--- config.mk ---
export PLATFORM = sky130hd
export DESIGN_NAME = scm_safety_cfg
export DESIGN_NICKNAME = d
export VERILOG_FILES = /design/src/include/scm_pkg.sv /design/src/rtl/scm_safety_cfg.sv
export VERILOG_INCLUDE_DIRS = /design/src /design/src/include
export SDC_FILE = /design/constraint.sdc
export NUM_CORES = 1
export LEC_CHECK = 0
export BUFFER_PORTS_ARGS = -buffer_cell sky130_fd_sc_hd__buf_2
export CAP_MARGIN = 20
export CORE_AREA = 5 5 100 102
export CTS_BUF_LIST = sky130_fd_sc_hd__clkbuf_4 sky130_fd_sc_hd__clkbuf_8
export DETAILED_ROUTE_END_ITERATION = 8
export DIE_AREA = 0 0 105 107
export GPL_ROUTABILITY_DRIVEN = 0
export PLACE_DENSITY = 0.7
export SYNTH_ARGS = -nofsm -noshare
export SYNTH_HDL_FRONTEND = slang
export SYNTH_SLANG_ARGS = --single-unit
--- constraint.sdc ---
create_clock -name clk_i -period 3.6 [get_ports clk_i]
set_input_delay 0.18 -clock clk_i [delete_from_list [all_inputs] [get_ports clk_i]]
set_output_delay 0.18 -clock clk_i [all_outputs]
set_load 0.02 [all_outputs]
--- src/include/scm_consts.svh ---
// scm_consts.svh: register indices, field positions, reset values and timing constants
// assumes a 20 MHz device clock
`ifndef SCM_CONSTS_SVH
`define SCM_CONSTS_SVH
`define SCM_IDX_CTRL 3'h0
`define SCM_IDX_HMAX 3'h1
`define SCM_IDX_HMIN 3'h2
`define SCM_IDX_LMAX 3'h3
`define SCM_BIT_CRC_EN 4
`define SCM_BIT_DRV_EN 3
`define SCM_BIT_ESM_EN 2
`define SCM_BIT_LEAVE 0
`define SCM_RST_CTRL 8'h00
`define SCM_RST_HMAX 8'ha8
`define SCM_RST_HMIN 8'ha7
`define SCM_RST_LMAX 8'h3d
`define SCM_CLK_KHZ 20000
`define SCM_STEP_PWM_NS 15000
`define SCM_STEP_LEGACY_NS 5000
`define SCM_CRC_POLY 8'h07
`define SCM_CRC_INIT 8'hff
`endif

--- src/include/scm_pkg.sv ---
// scm_pkg: types shared by the safety-check configuration block
// assumes nothing beyond the constants header
`default_nettype none
package scm_pkg;
   // device operating state, gray coded along init -> diag -> active -> safe
   typedef enum logic [1:0] {
      SCM_INIT = 2'h0,
      SCM_DIAG = 2'h1,
      SCM_ACTIVE = 2'h3,
      SCM_SAFE = 2'h2
   } scm_state_type;
   typedef struct packed {
      logic write;
      logic [2:0] index;
      logic [7:0] wdata;
   } scm_cmd_type;
   typedef struct packed {
      logic [3:0] wd_count;
      logic [3:0] wd_drive_th;
      logic [3:0] wd_reset_th;
      logic [3:0] esm_drive_th;
   } scm_fail_type;
endpackage
`default_nettype wire

--- src/rtl/scm_safety_cfg.sv ---
// scm_safety_cfg: safety-check control register, error pin window registers and error pin monitor
// assumes a command decoder on clk_i delivering one register access per valid cycle
//
// Function
// - control register writes take effect only while the control lock is clear.
// - control register resets on power-on and device reset; windows on power-on only.
// - window registers are writable only in diagnostic state with configuration lock clear.
// - checksum enable set runs a continuous CRC8 check over configuration; clear disables it.
// - drive output enable clears automatically on entry to the safe state.
// - drive enable pin low when bit clear; high only in active or diagnostic.
// - pin high only if watchdog and monitor failure counts stay below thresholds.
// - error monitor runs only while its enable bit is set.
// - leave request settable only in diagnostic state, cleared on leaving it.
// - leave request with leave block clear moves diagnostic to active.
// - pulse-width mode high-phase limits are (field plus one) times 15 us.
// - low-phase limit is (field plus one) times 15 us, or 5 us in legacy.
// - mode select 1 is pulse-width, 0 legacy; low limit applies in both.
// - control bits 7 to 5 and 1 read zero and are read-only.
`default_nettype none
`include "scm_consts.svh"
module scm_safety_cfg #(
   parameter int FC_WIDTH = 4
) (
   input wire logic clk_i,
   input wire logic rst_i,
   input wire logic power_on_reset_i,
   input wire logic cmd_valid_i,
   input wire scm_pkg::scm_cmd_type cmd_i,
   input wire logic ctrl_lock_i,
   input wire logic cfg_lock_i,
   input wire scm_pkg::scm_state_type dev_state_i,
   input wire logic diagnostic_leave_block_i,
   input wire logic error_monitor_mode_select_i,
   input wire logic [7:0] expected_config_checksum_i,
   input wire scm_pkg::scm_fail_type fail_i,
   input wire logic error_pin_i,
   output logic [7:0] rd_data_o,
   output logic rd_valid_o,
   output logic drive_enable_pin_o,
   output logic diagnostic_leave_o,
   output logic checksum_error_o,
   output logic error_monitor_event_o,
   output logic [FC_WIDTH-1:0] error_monitor_fail_count_o
);
   localparam logic [8:0] STEP_PWM = 9'((`SCM_STEP_PWM_NS * `SCM_CLK_KHZ) / 1000000);
   localparam logic [8:0] STEP_LEGACY = 9'((`SCM_STEP_LEGACY_NS * `SCM_CLK_KHZ) / 1000000);
   localparam logic [7:0] CTRL_RST = `SCM_RST_CTRL;

   function automatic logic [7:0] crc8(input logic [31:0] data);
      logic [7:0] c;
      c = `SCM_CRC_INIT;
      for (int i = 31; i >= 0; i--) begin
         c = (c[7] ^ data[i]) ? ({c[6:0], 1'b0} ^ `SCM_CRC_POLY) : {c[6:0], 1'b0};
      end
      return c;
   endfunction

   logic crc_en, drive_en, esm_en, leave_req;
   logic [7:0] high_max, high_min, low_max;
   logic in_diag, ctrl_wr, win_wr, was_safe;
   assign in_diag = (dev_state_i == scm_pkg::SCM_DIAG);
   assign ctrl_wr = cmd_valid_i && cmd_i.write && (cmd_i.index == `SCM_IDX_CTRL) && !ctrl_lock_i;
   assign win_wr = cmd_valid_i && cmd_i.write && in_diag && !cfg_lock_i;

   ////////////////////////////////////////////////////////////////////////////
   // control register

   always_ff @(posedge clk_i) begin
      if (rst_i || power_on_reset_i) begin
         crc_en <= CTRL_RST[`SCM_BIT_CRC_EN];
         esm_en <= CTRL_RST[`SCM_BIT_ESM_EN];
      end else if (ctrl_wr) begin
         crc_en <= cmd_i.wdata[`SCM_BIT_CRC_EN];
         esm_en <= cmd_i.wdata[`SCM_BIT_ESM_EN];
      end
   end

   always_ff @(posedge clk_i) begin
      was_safe <= (dev_state_i == scm_pkg::SCM_SAFE);
   end

   // safe entry wins over a same-cycle write so the pin cannot stay armed
   always_ff @(posedge clk_i) begin
      if (rst_i || power_on_reset_i) begin
         drive_en <= 1'b0;
      end else if (dev_state_i == scm_pkg::SCM_SAFE && !was_safe) begin
         drive_en <= 1'b0;
      end else if (ctrl_wr) begin
         drive_en <= cmd_i.wdata[`SCM_BIT_DRV_EN];
      end
   end

   always_ff @(posedge clk_i) begin
      if (rst_i || power_on_reset_i) begin
         leave_req <= 1'b0;
      end else if (!in_diag) begin
         leave_req <= 1'b0;
      end else if (ctrl_wr) begin
         leave_req <= cmd_i.wdata[`SCM_BIT_LEAVE];
      end
   end

   ////////////////////////////////////////////////////////////////////////////
   // window registers, power-on reset only

   always_ff @(posedge clk_i) begin
      if (power_on_reset_i) begin
         high_max <= `SCM_RST_HMAX;
         high_min <= `SCM_RST_HMIN;
         low_max <= `SCM_RST_LMAX;
      end else if (win_wr) begin
         if (cmd_i.index == `SCM_IDX_HMAX) begin
            high_max <= cmd_i.wdata;
         end
         if (cmd_i.index == `SCM_IDX_HMIN) begin
            high_min <= cmd_i.wdata;
         end
         if (cmd_i.index == `SCM_IDX_LMAX) begin
            low_max <= cmd_i.wdata;
         end
      end
   end

   ////////////////////////////////////////////////////////////////////////////
   // read port, answer one cycle after the command

   logic [7:0] next_rd_data;
   always_comb begin
      case (cmd_i.index)
         `SCM_IDX_CTRL: begin
            next_rd_data = 8'h00;
            next_rd_data[`SCM_BIT_CRC_EN] = crc_en;
            next_rd_data[`SCM_BIT_DRV_EN] = drive_en;
            next_rd_data[`SCM_BIT_ESM_EN] = esm_en;
            next_rd_data[`SCM_BIT_LEAVE] = leave_req;
         end
         `SCM_IDX_HMAX: next_rd_data = high_max;
         `SCM_IDX_HMIN: next_rd_data = high_min;
         `SCM_IDX_LMAX: next_rd_data = low_max;
         default: next_rd_data = 8'h00;
      endcase
   end

   always_ff @(posedge clk_i) begin
      if (rst_i || power_on_reset_i) begin
         rd_data_o <= 8'h00;
         rd_valid_o <= 1'b0;
      end else begin
         rd_valid_o <= cmd_valid_i && !cmd_i.write;
         if (cmd_valid_i && !cmd_i.write) begin
            rd_data_o <= next_rd_data;
         end
      end
   end

   ////////////////////////////////////////////////////////////////////////////
   // diagnostic exit, drive pin, checksum

   always_ff @(posedge clk_i) begin
      if (rst_i || power_on_reset_i) begin
         diagnostic_leave_o <= 1'b0;
         drive_enable_pin_o <= 1'b0;
         checksum_error_o <= 1'b0;
      end else begin
         diagnostic_leave_o <= in_diag && leave_req && !diagnostic_leave_block_i;
         drive_enable_pin_o <= drive_en
            && (in_diag || dev_state_i == scm_pkg::SCM_ACTIVE)
            && (fail_i.wd_count < fail_i.wd_drive_th)
            && (fail_i.wd_count < fail_i.wd_reset_th)
            && (error_monitor_fail_count_o < FC_WIDTH'(fail_i.esm_drive_th));
         // full recompute each cycle keeps the check continuous at the cost of a wide xor tree
         checksum_error_o <= crc_en
            && (crc8({high_max, high_min, low_max, 7'h00, error_monitor_mode_select_i})
               != expected_config_checksum_i);
      end
   end

   ////////////////////////////////////////////////////////////////////////////
   // error pin monitor

   logic pin_meta, pin_sync, pin_last, pin_edge;
   logic [8:0] step_cnt;
   logic [8:0] phase_ticks;
   logic overrun_done;
   logic step_tick, phase_err;
   logic [8:0] step_len;

   always_ff @(posedge clk_i) begin
      pin_meta <= error_pin_i;
      pin_sync <= pin_meta;
      pin_last <= pin_sync;
   end

   assign pin_edge = pin_sync != pin_last;
   assign step_len = error_monitor_mode_select_i ? STEP_PWM : STEP_LEGACY;
   assign step_tick = (step_cnt == step_len - 9'h001);

   // timebase restarts on every edge so phase length is measured from the edge
   always_ff @(posedge clk_i) begin
      if (rst_i || power_on_reset_i || !esm_en || pin_edge || step_tick) begin
         step_cnt <= 9'h000;
      end else begin
         step_cnt <= step_cnt + 9'h001;
      end
   end

   always_ff @(posedge clk_i) begin
      if (rst_i || power_on_reset_i || !esm_en || pin_edge) begin
         phase_ticks <= 9'h000;
      end else if (step_tick && phase_ticks != 9'h1ff) begin
         phase_ticks <= phase_ticks + 9'h001;
      end
   end

   always_comb begin
      phase_err = 1'b0;
      if (pin_edge && pin_last && error_monitor_mode_select_i) begin
         phase_err = phase_ticks < ({1'b0, high_min} + 9'h001);
      end else if (!pin_edge && !overrun_done) begin
         if (pin_sync && error_monitor_mode_select_i) begin
            phase_err = phase_ticks > {1'b0, high_max};
         end else if (!pin_sync) begin
            phase_err = phase_ticks > {1'b0, low_max};
         end
      end
   end

   // one event per overrun phase, not one per tick
   always_ff @(posedge clk_i) begin
      if (rst_i || power_on_reset_i || !esm_en || pin_edge) begin
         overrun_done <= 1'b0;
      end else if (phase_err) begin
         overrun_done <= 1'b1;
      end
   end

   always_ff @(posedge clk_i) begin
      if (rst_i || power_on_reset_i) begin
         error_monitor_event_o <= 1'b0;
         error_monitor_fail_count_o <= '0;
      end else begin
         error_monitor_event_o <= esm_en && phase_err;
         if (esm_en && phase_err && error_monitor_fail_count_o != '1) begin
            error_monitor_fail_count_o <= error_monitor_fail_count_o + 1'b1;
         end
      end
   end
endmodule // scm_safety_cfg
`default_nettype wire

=== Word-level counts from Yosys, hierarchy flattened ===
Index checks and enable logic that the tools add are counted.

* Bits in registers: 68
* Input bits: 47
* Output and inout port bits: 17

* Add/subtract/negate cells: 5
* Magnitude comparators: 6
* Eq/ne operators: 11
* Mux-type cells: 38
* Bitwise logic cells: 56
* Reductions and logical operators: 40

{| class="wikitable"
|+ Operators by type and width
! operator !! number
|-
| 3-bit two-way mux || 32
|-
| 3-bit NOT || 31
|-
| 8-bit one-hot mux with 4 select lines || 1
|-
| 1-bit logical AND || 21
|-
| 1-bit XOR || 19
|-
| 9-bit by 1-bit adder with 9-bit output, second input constant || 2
|-
| 9-bit by 8-bit > comparator with 1-bit output || 2
|-
| 4-bit less-than comparator || 3
|-
| 8-bit by 1-bit adder with 9-bit output, second input constant || 1
|-
| 9-bit == test || 1
|-
| 9-bit less-than comparator || 1
|-
| 9-bit two-way mux || 1
|-
| 9-bit inequality test, second input constant || 1
|-
| 9-bit by 1-bit subtractor with 9-bit output, second input constant || 1
|-
| 1-bit zero test || 8
|-
| 8-bit inequality test || 1
|-
| 3-bit by 2-bit == test with 1-bit output, second input constant || 2
|-
| 2-bit AND reduction || 3
|-
| 1-bit logical OR || 5
|-
| 1-bit XOR, first input constant || 5
|-
| 4-bit by 1-bit adder with 4-bit output, second input constant || 1
|-
| 2-bit == test, second input constant || 2
|-
| 1-bit two-way mux || 4
|-
| 4-bit inequality test, second input constant || 1
|-
| other kinds (6) || 7
|}

=== Logic depth before layout (Yosys ltp) ===
* Depth in word-level cells: 65
* Mapped depth: 14

=== Worst setup path after synthesis ===
OpenSTA, ideal clock, no wires.

* Kind: reg-to-reg
* From: register high_min[4]
* To: register error_monitor_fail_count_o[3]
* Library setup time: 0.069 ns
* Data arrival time: 2.769 ns
* Required time: 3.531 ns
* Setup slack: 0.762 ns
* Stages on the path, launching flop included: 13
* Buffers on the path: 2
* Clock period less this slack: 2.838 ns
* Cell sequence: dfxtp_1 > clkbuf_1 > and3_1 > nand3_1 > or2_2 > xor2_1 > ha_1 > o21ai_0 > nor2_1 > or4_1 > clkbuf_1 > a2111o_1 > o21ai_1

* Cells in the longest elaborated chain, start to end: 5

{| class="wikitable"
|+ Ends and longest elaborated chain
! what !! RTL line !! source
|-
| start: declaration || scm_safety_cfg.sv:59 || <nowiki>logic [7:0] high_max, high_min, low_max;</nowiki>
|-
| start signal: assignment || scm_safety_cfg.sv:109 || <nowiki>high_min <= `SCM_RST_HMIN;</nowiki>
|-
| start signal: assignment || scm_safety_cfg.sv:116 || <nowiki>high_min <= cmd_i.wdata;</nowiki>
|-
| 8-bit by 1-bit adder with 9-bit output || scm_safety_cfg.sv:218 || <nowiki>phase_err = phase_ticks < ({1'b0, high_min} + 9'h001);</nowiki>
|-
| 9-bit less-than comparator || scm_safety_cfg.sv:218 ||
|-
| 1-bit two-way mux || scm_safety_cfg.sv:217 || <nowiki>if (pin_edge && pin_last && error_monitor_mode_select_i) begin</nowiki>
|-
| 1-bit logical AND (2 in a row) || scm_safety_cfg.sv:243 || <nowiki>if (esm_en && phase_err && error_monitor_fail_count_o != '1) begin</nowiki>
|-
| end signal: assignment || scm_safety_cfg.sv:244 || <nowiki>error_monitor_fail_count_o <= error_monitor_fail_count_o + 1'b1;</nowiki>
|-
| end: declaration || scm_safety_cfg.sv:43 || <nowiki>output logic [FC_WIDTH-1:0] error_monitor_fail_count_o</nowiki>
|}

Every way passes these cells.
A chain may end at the register's enable or synchronous reset.

=== Final worst setup path ===
* From: register low_max[1]
* To: register error_monitor_fail_count_o[2]

* Cells in the longest elaborated chain, start to end: 7

{| class="wikitable"
|+ Ends and longest elaborated chain
! what !! RTL line !! source
|-
| start: declaration || scm_safety_cfg.sv:59 ||
|-
| start signal: assignment || scm_safety_cfg.sv:110 || <nowiki>low_max <= `SCM_RST_LMAX;</nowiki>
|-
| start signal: assignment || scm_safety_cfg.sv:119 || <nowiki>low_max <= cmd_i.wdata;</nowiki>
|-
| 9-bit by 8-bit > comparator with 1-bit output || scm_safety_cfg.sv:223 || <nowiki>phase_err = phase_ticks > {1'b0, low_max};</nowiki>
|-
| 1-bit two-way mux || scm_safety_cfg.sv:222 || <nowiki>end else if (!pin_sync) begin</nowiki>
|-
| 1-bit two-way mux || scm_safety_cfg.sv:220 || <nowiki>if (pin_sync && error_monitor_mode_select_i) begin</nowiki>
|-
| 1-bit two-way mux || scm_safety_cfg.sv:219 || <nowiki>end else if (!pin_edge && !overrun_done) begin</nowiki>
|-
| 1-bit two-way mux || scm_safety_cfg.sv:217 ||
|-
| 1-bit logical AND (2 in a row) || scm_safety_cfg.sv:243 ||
|}

Every way passes these cells.

==> results.sh <==
export IMPL_postSynthNetCount=585
export IMPL_synthesis_instances=499
export IMPL_numClockSinks=68
export IMPL_routed_vias=3591
export IMPL_commonest_cells_after_routing_fill_and_taps_aside="74 x sky130_fd_sc_hd__nor2_1, 68 x sky130_fd_sc_hd__dfxtp_1, 63 x sky130_fd_sc_hd__buf_2"
export IMPL_cts_path_max_buffers=2
export IMPL_critical_path_max_stage_delay_ns=0.67
export IMPL_synthesis_yosys_warnings=0
export IMPL_met3WireLength_um=551
export IMPL_final_setup_skew_ns=0.00983
export IMPL_fp_dieArea_um2=11200
export IMPL_final_design_utilization_pct=55.3
export IMPL_timing_critical_path_mode_cell="sky130_fd_sc_hd__o21a_1"
export IMPL_finalPower_mw=1.58
export IMPL_final_min_period_over_clock_period_pct=86.2
export IMPL_initialDrtViolationCount=208
export IMPL_worst_slew_pin_tran_ns=0.799
export IMPL_synthesis_area_um2=4390
export IMPL_synth_async_sr_flop_share_pct=0
export IMPL_initial_antenna_violation_count=0
export IMPL_tightest_hold_check_type="input pin to register"
export IMPL_worstHoldStart="dev_state_i[0]"
export IMPL_min_delay_path_depth=2
export IMPL_final_design_area_no_fill_um2=4990
export IMPL_htree_levels=3
export IMPL_grt_first_pass_wirelength_mm=17.4
export IMPL_postPlaceCellArea_um2=4750
export IMPL_crit_type="register to register"
export IMPL_max_cap_violations=0
export IMPL_cts_tree="built"
export IMPL_drc_errors=0
export IMPL_wire_per_inst_um=15.2
export IMPL_avgViaCountPerCell=5.36
export IMPL_clockRootBuffer="sky130_fd_sc_hd__clkbuf_8"
export IMPL_worst_hold_path_ep="was_safe$_DFF_P_"
export IMPL_setup_tns_final_ns=0
export IMPL_cp_data_required_time_ns=3.84
export IMPL_worst_skew_pair_late_latency_ns=0.35
export IMPL_final_min_clock_period_ns=3.10
export IMPL_routed_wl_met2_mm=4.85
export IMPL_fmaxAchievable_mhz=322
export IMPL_synth_edf_count=0
export IMPL_top_layer_used="met4"
export IMPL_kind_of_launch_point_of_the_worst_setup_path="register"
export IMPL_max_slew_margin_rel_pct=46.2
export IMPL_die_y_um=107
export IMPL_hold_violations=0
export IMPL_postSynthRegisterBits=68
export IMPL_core_region_area_um2=9020
export IMPL_netlist_cell_type_count=56
export IMPL_fin_nets=641
export IMPL_postRouteAntennaNets=0
export IMPL_timing_hold_ws_ns=0.0362
export IMPL_core_rowCount=35
export IMPL_regToRegSetupSlack_ns=0.50
export IMPL_dominantRegCellSynth="sky130_fd_sc_hd__dfxtp_1"
export IMPL_buffer_ports_inserted=63
export IMPL_post_route_cells_drive_above_1_share_pct=18.1
export IMPL_numCtsBuffers=9
export IMPL_number_of_cells_traversed_by_the_worst_register_to_register_path=12
export IMPL_routed_wirelength_mm=10.2
export IMPL_insertedDiodeCount=0
export IMPL_rsz_0062_raised_after_global_routing="false"
export IMPL_worst_ir_drop_vdd_mv=0.142
export IMPL_final_max_slew_viol_count=0
export IMPL_io_pins=64
export IMPL_critPathCaptureType="register"
export IMPL_crit_path_max_fanout=7
export IMPL_dp_hpwl_mm=8.07
export IMPL_final_common_cell="sky130_fd_sc_hd__nor2_1"
export IMPL_dr_pass1_iterations=4
export IMPL_grt_max_degree=28
export IMPL_detail_route_wirelength_met1_mm=4.58
export IMPL_gr_total_overflow=0
export IMPL_r2r_start="low_max[1]$_SDFFE_PP0P_"
export IMPL_die_width_um=105
export IMPL_post_cts_setup_buffer_count=0
export IMPL_syn_avg_cell_area_um2=8.79
export IMPL_globalRouteTotalUtil_pct=19.0
export IMPL_initial_utilization_pct=48.6
export IMPL_synth_sequential_area_ratio_pct=31.0
export IMPL_final_setup_viol_count=0
export IMPL_clk_pin_slew_worst_paths_ns=0.08
export IMPL_power_per_cell_area_nw_per_um2=317
export IMPL_p_leak_nw=2.15
export IMPL_first_global_vias=3678
export IMPL_worstPathCellList="inv_1 > ha_1 > nor2b_1 > o21a_1 > o21a_1 > o21a_1 > o21a_1 > o211ai_1 > a21oi_1 > o31ai_1 > a21boi_0 > mux2i_1"
export IMPL_flow_area_growth_from_synthesis_pct=13.6
export IMPL_r2r_end="error_monitor_fail_count_o[2]$_SDFFE_PP0P_"
export IMPL_cp_arrival_ns=3.34
export IMPL_outcome="finished clean"
export IMPL_cpMaxStageDelayCell="sky130_fd_sc_hd__o31ai_1"
==> synthesized netlist by cell type (3+ instances only) <==
| master | instances | area [µm²] |
|---|---|---|
| sky130_fd_sc_hd__nor3_1 | 5 | 25.0 |
| sky130_fd_sc_hd__mux2i_1 | 9 | 90.1 |
| sky130_fd_sc_hd__dfxtp_1 | 68 | 1360 |
| sky130_fd_sc_hd__buf_2 | 3 | 15.0 |
| sky130_fd_sc_hd__nand3b_1 | 4 | 30.0 |
| sky130_fd_sc_hd__nand4_1 | 8 | 50.1 |
| sky130_fd_sc_hd__a21oi_1 | 21 | 105 |
| sky130_fd_sc_hd__clkbuf_1 | 15 | 56.3 |
| sky130_fd_sc_hd__xnor2_2 | 6 | 97.6 |
| sky130_fd_sc_hd__and3_1 | 3 | 18.8 |
| sky130_fd_sc_hd__a211o_1 | 12 | 105 |
| sky130_fd_sc_hd__ha_1 | 39 | 488 |
| sky130_fd_sc_hd__or3_1 | 3 | 18.8 |
| sky130_fd_sc_hd__mux2_2 | 4 | 45.0 |
| sky130_fd_sc_hd__a22o_1 | 4 | 35.0 |
| sky130_fd_sc_hd__nand3_1 | 15 | 75.1 |
| sky130_fd_sc_hd__nor2_1 | 74 | 278 |
| sky130_fd_sc_hd__xor2_1 | 18 | 158 |
| sky130_fd_sc_hd__inv_1 | 35 | 131 |
| sky130_fd_sc_hd__nor4b_1 | 3 | 26.3 |
| sky130_fd_sc_hd__mux4_2 | 4 | 90.1 |
| sky130_fd_sc_hd__nor2b_1 | 5 | 31.3 |
| sky130_fd_sc_hd__nand2b_1 | 5 | 31.3 |
| sky130_fd_sc_hd__o21ai_0 | 10 | 50.1 |
| sky130_fd_sc_hd__nand2_1 | 17 | 63.8 |
| sky130_fd_sc_hd__o21a_1 | 11 | 82.6 |
| sky130_fd_sc_hd__a21o_1 | 5 | 37.5 |
| sky130_fd_sc_hd__a22oi_1 | 9 | 67.6 |
| sky130_fd_sc_hd__xnor2_1 | 51 | 447 |
==> per-stage QoR <==
stage,setup slack [ns],cells
3_3_place_gp,0.646,653
4_1_cts,0.508,670
2_1_floorplan,0.762,499
5_1_grt,0.277,670
3_5_place_dp,0.536,653
6_report,0.498,670
==> state kept, by name (all words and copies together) (netlist names), 4 cells and up <==
register / cells
error_monitor_fail_count_o: 4
low_max: 8
rd_data_o: 8
step_cnt: 9
high_max: 8
high_min: 8
phase_ticks: 9
==> how the worst max path moves through the flow <==
stage                                  start                                    endpoint  cells past startpoint
detailed placement  high_min[1]$_SDFFE_PP1P_  error_monitor_fail_count_o[3]$_SDFFE_PP0P_                     13
finish               low_max[1]$_SDFFE_PP0P_  error_monitor_fail_count_o[2]$_SDFFE_PP0P_                     12
global placement    high_min[1]$_SDFFE_PP1P_  error_monitor_fail_count_o[3]$_SDFFE_PP0P_                     13
CTS                 high_min[1]$_SDFFE_PP1P_  error_monitor_fail_count_o[3]$_SDFFE_PP0P_                     13
global route        high_min[1]$_SDFFE_PP1P_  error_monitor_fail_count_o[3]$_SDFFE_PP0P_                     13
floorplan           high_min[4]$_SDFFE_PP0P_  error_monitor_fail_count_o[3]$_SDFFE_PP0P_                     12
==> report_power, final <==
group	total (mW)	switching, mW	internal [mW]
sequential	0.760	0.00342	0.756
combinational	0.135	0.0715	0.0630
clock	0.687	0.301	0.387
total	1.58	0.376	1.21
==> cells by family (layout without fill, tap and decap cells) <==
kind of cell	after synthesis	count (layout)	synth area share, %
xor gates and xnor gates	77	77	16.7
adders and majority gates	39	39	11.1
muxes	17	17	5.13
DFF	68	68	31.0
AOI/OAI and AO/OA	90	90	14.4
buffers and inverters	56	116	5.13
and+or+nand+nor	152	152	16.4
==> what timing repair did <==
| action | CTS | global route |
|---|---|---|
| hold buffers | 2 | 0 |
| gates resized for setup | 0 | 0 |
| endpoints found under the hold margin | 2 | 0 |
| endpoints found under the setup margin | 0 | 0 |
==> worst max-delay path, delay by kind of cell (launching register included) <==
kind | cells | cell delay, ns
adder cells (fa/ha/maj) | 1 | 0.32
flip-flops | 1 | 0.44
multiplexers | 1 | 0.16
buffers and inverters | 1 | 0.08
AND/OR/NAND/NOR | 1 | 0.14
AO/OA/AOI/OAI | 8 | 1.86
==> area by class of cell <==
cell class                 count  area [µm²]
clock buffer                   9         124
sequential                    68        1360
timing repair buffer          65         335
fill                         823        4040
inverter                      36         135
tap                          111         139
clock inverter                 6        90.1
multi-input combinational    375        2800
==> metal layers <==
metal,vias up,track usage (%)
met5,-,0
met1,1669,23.6
met2,77,32.4
li1,1827,-
met3,18,4.58
met4,0,6.39
(Power assumes the default switching activity.)
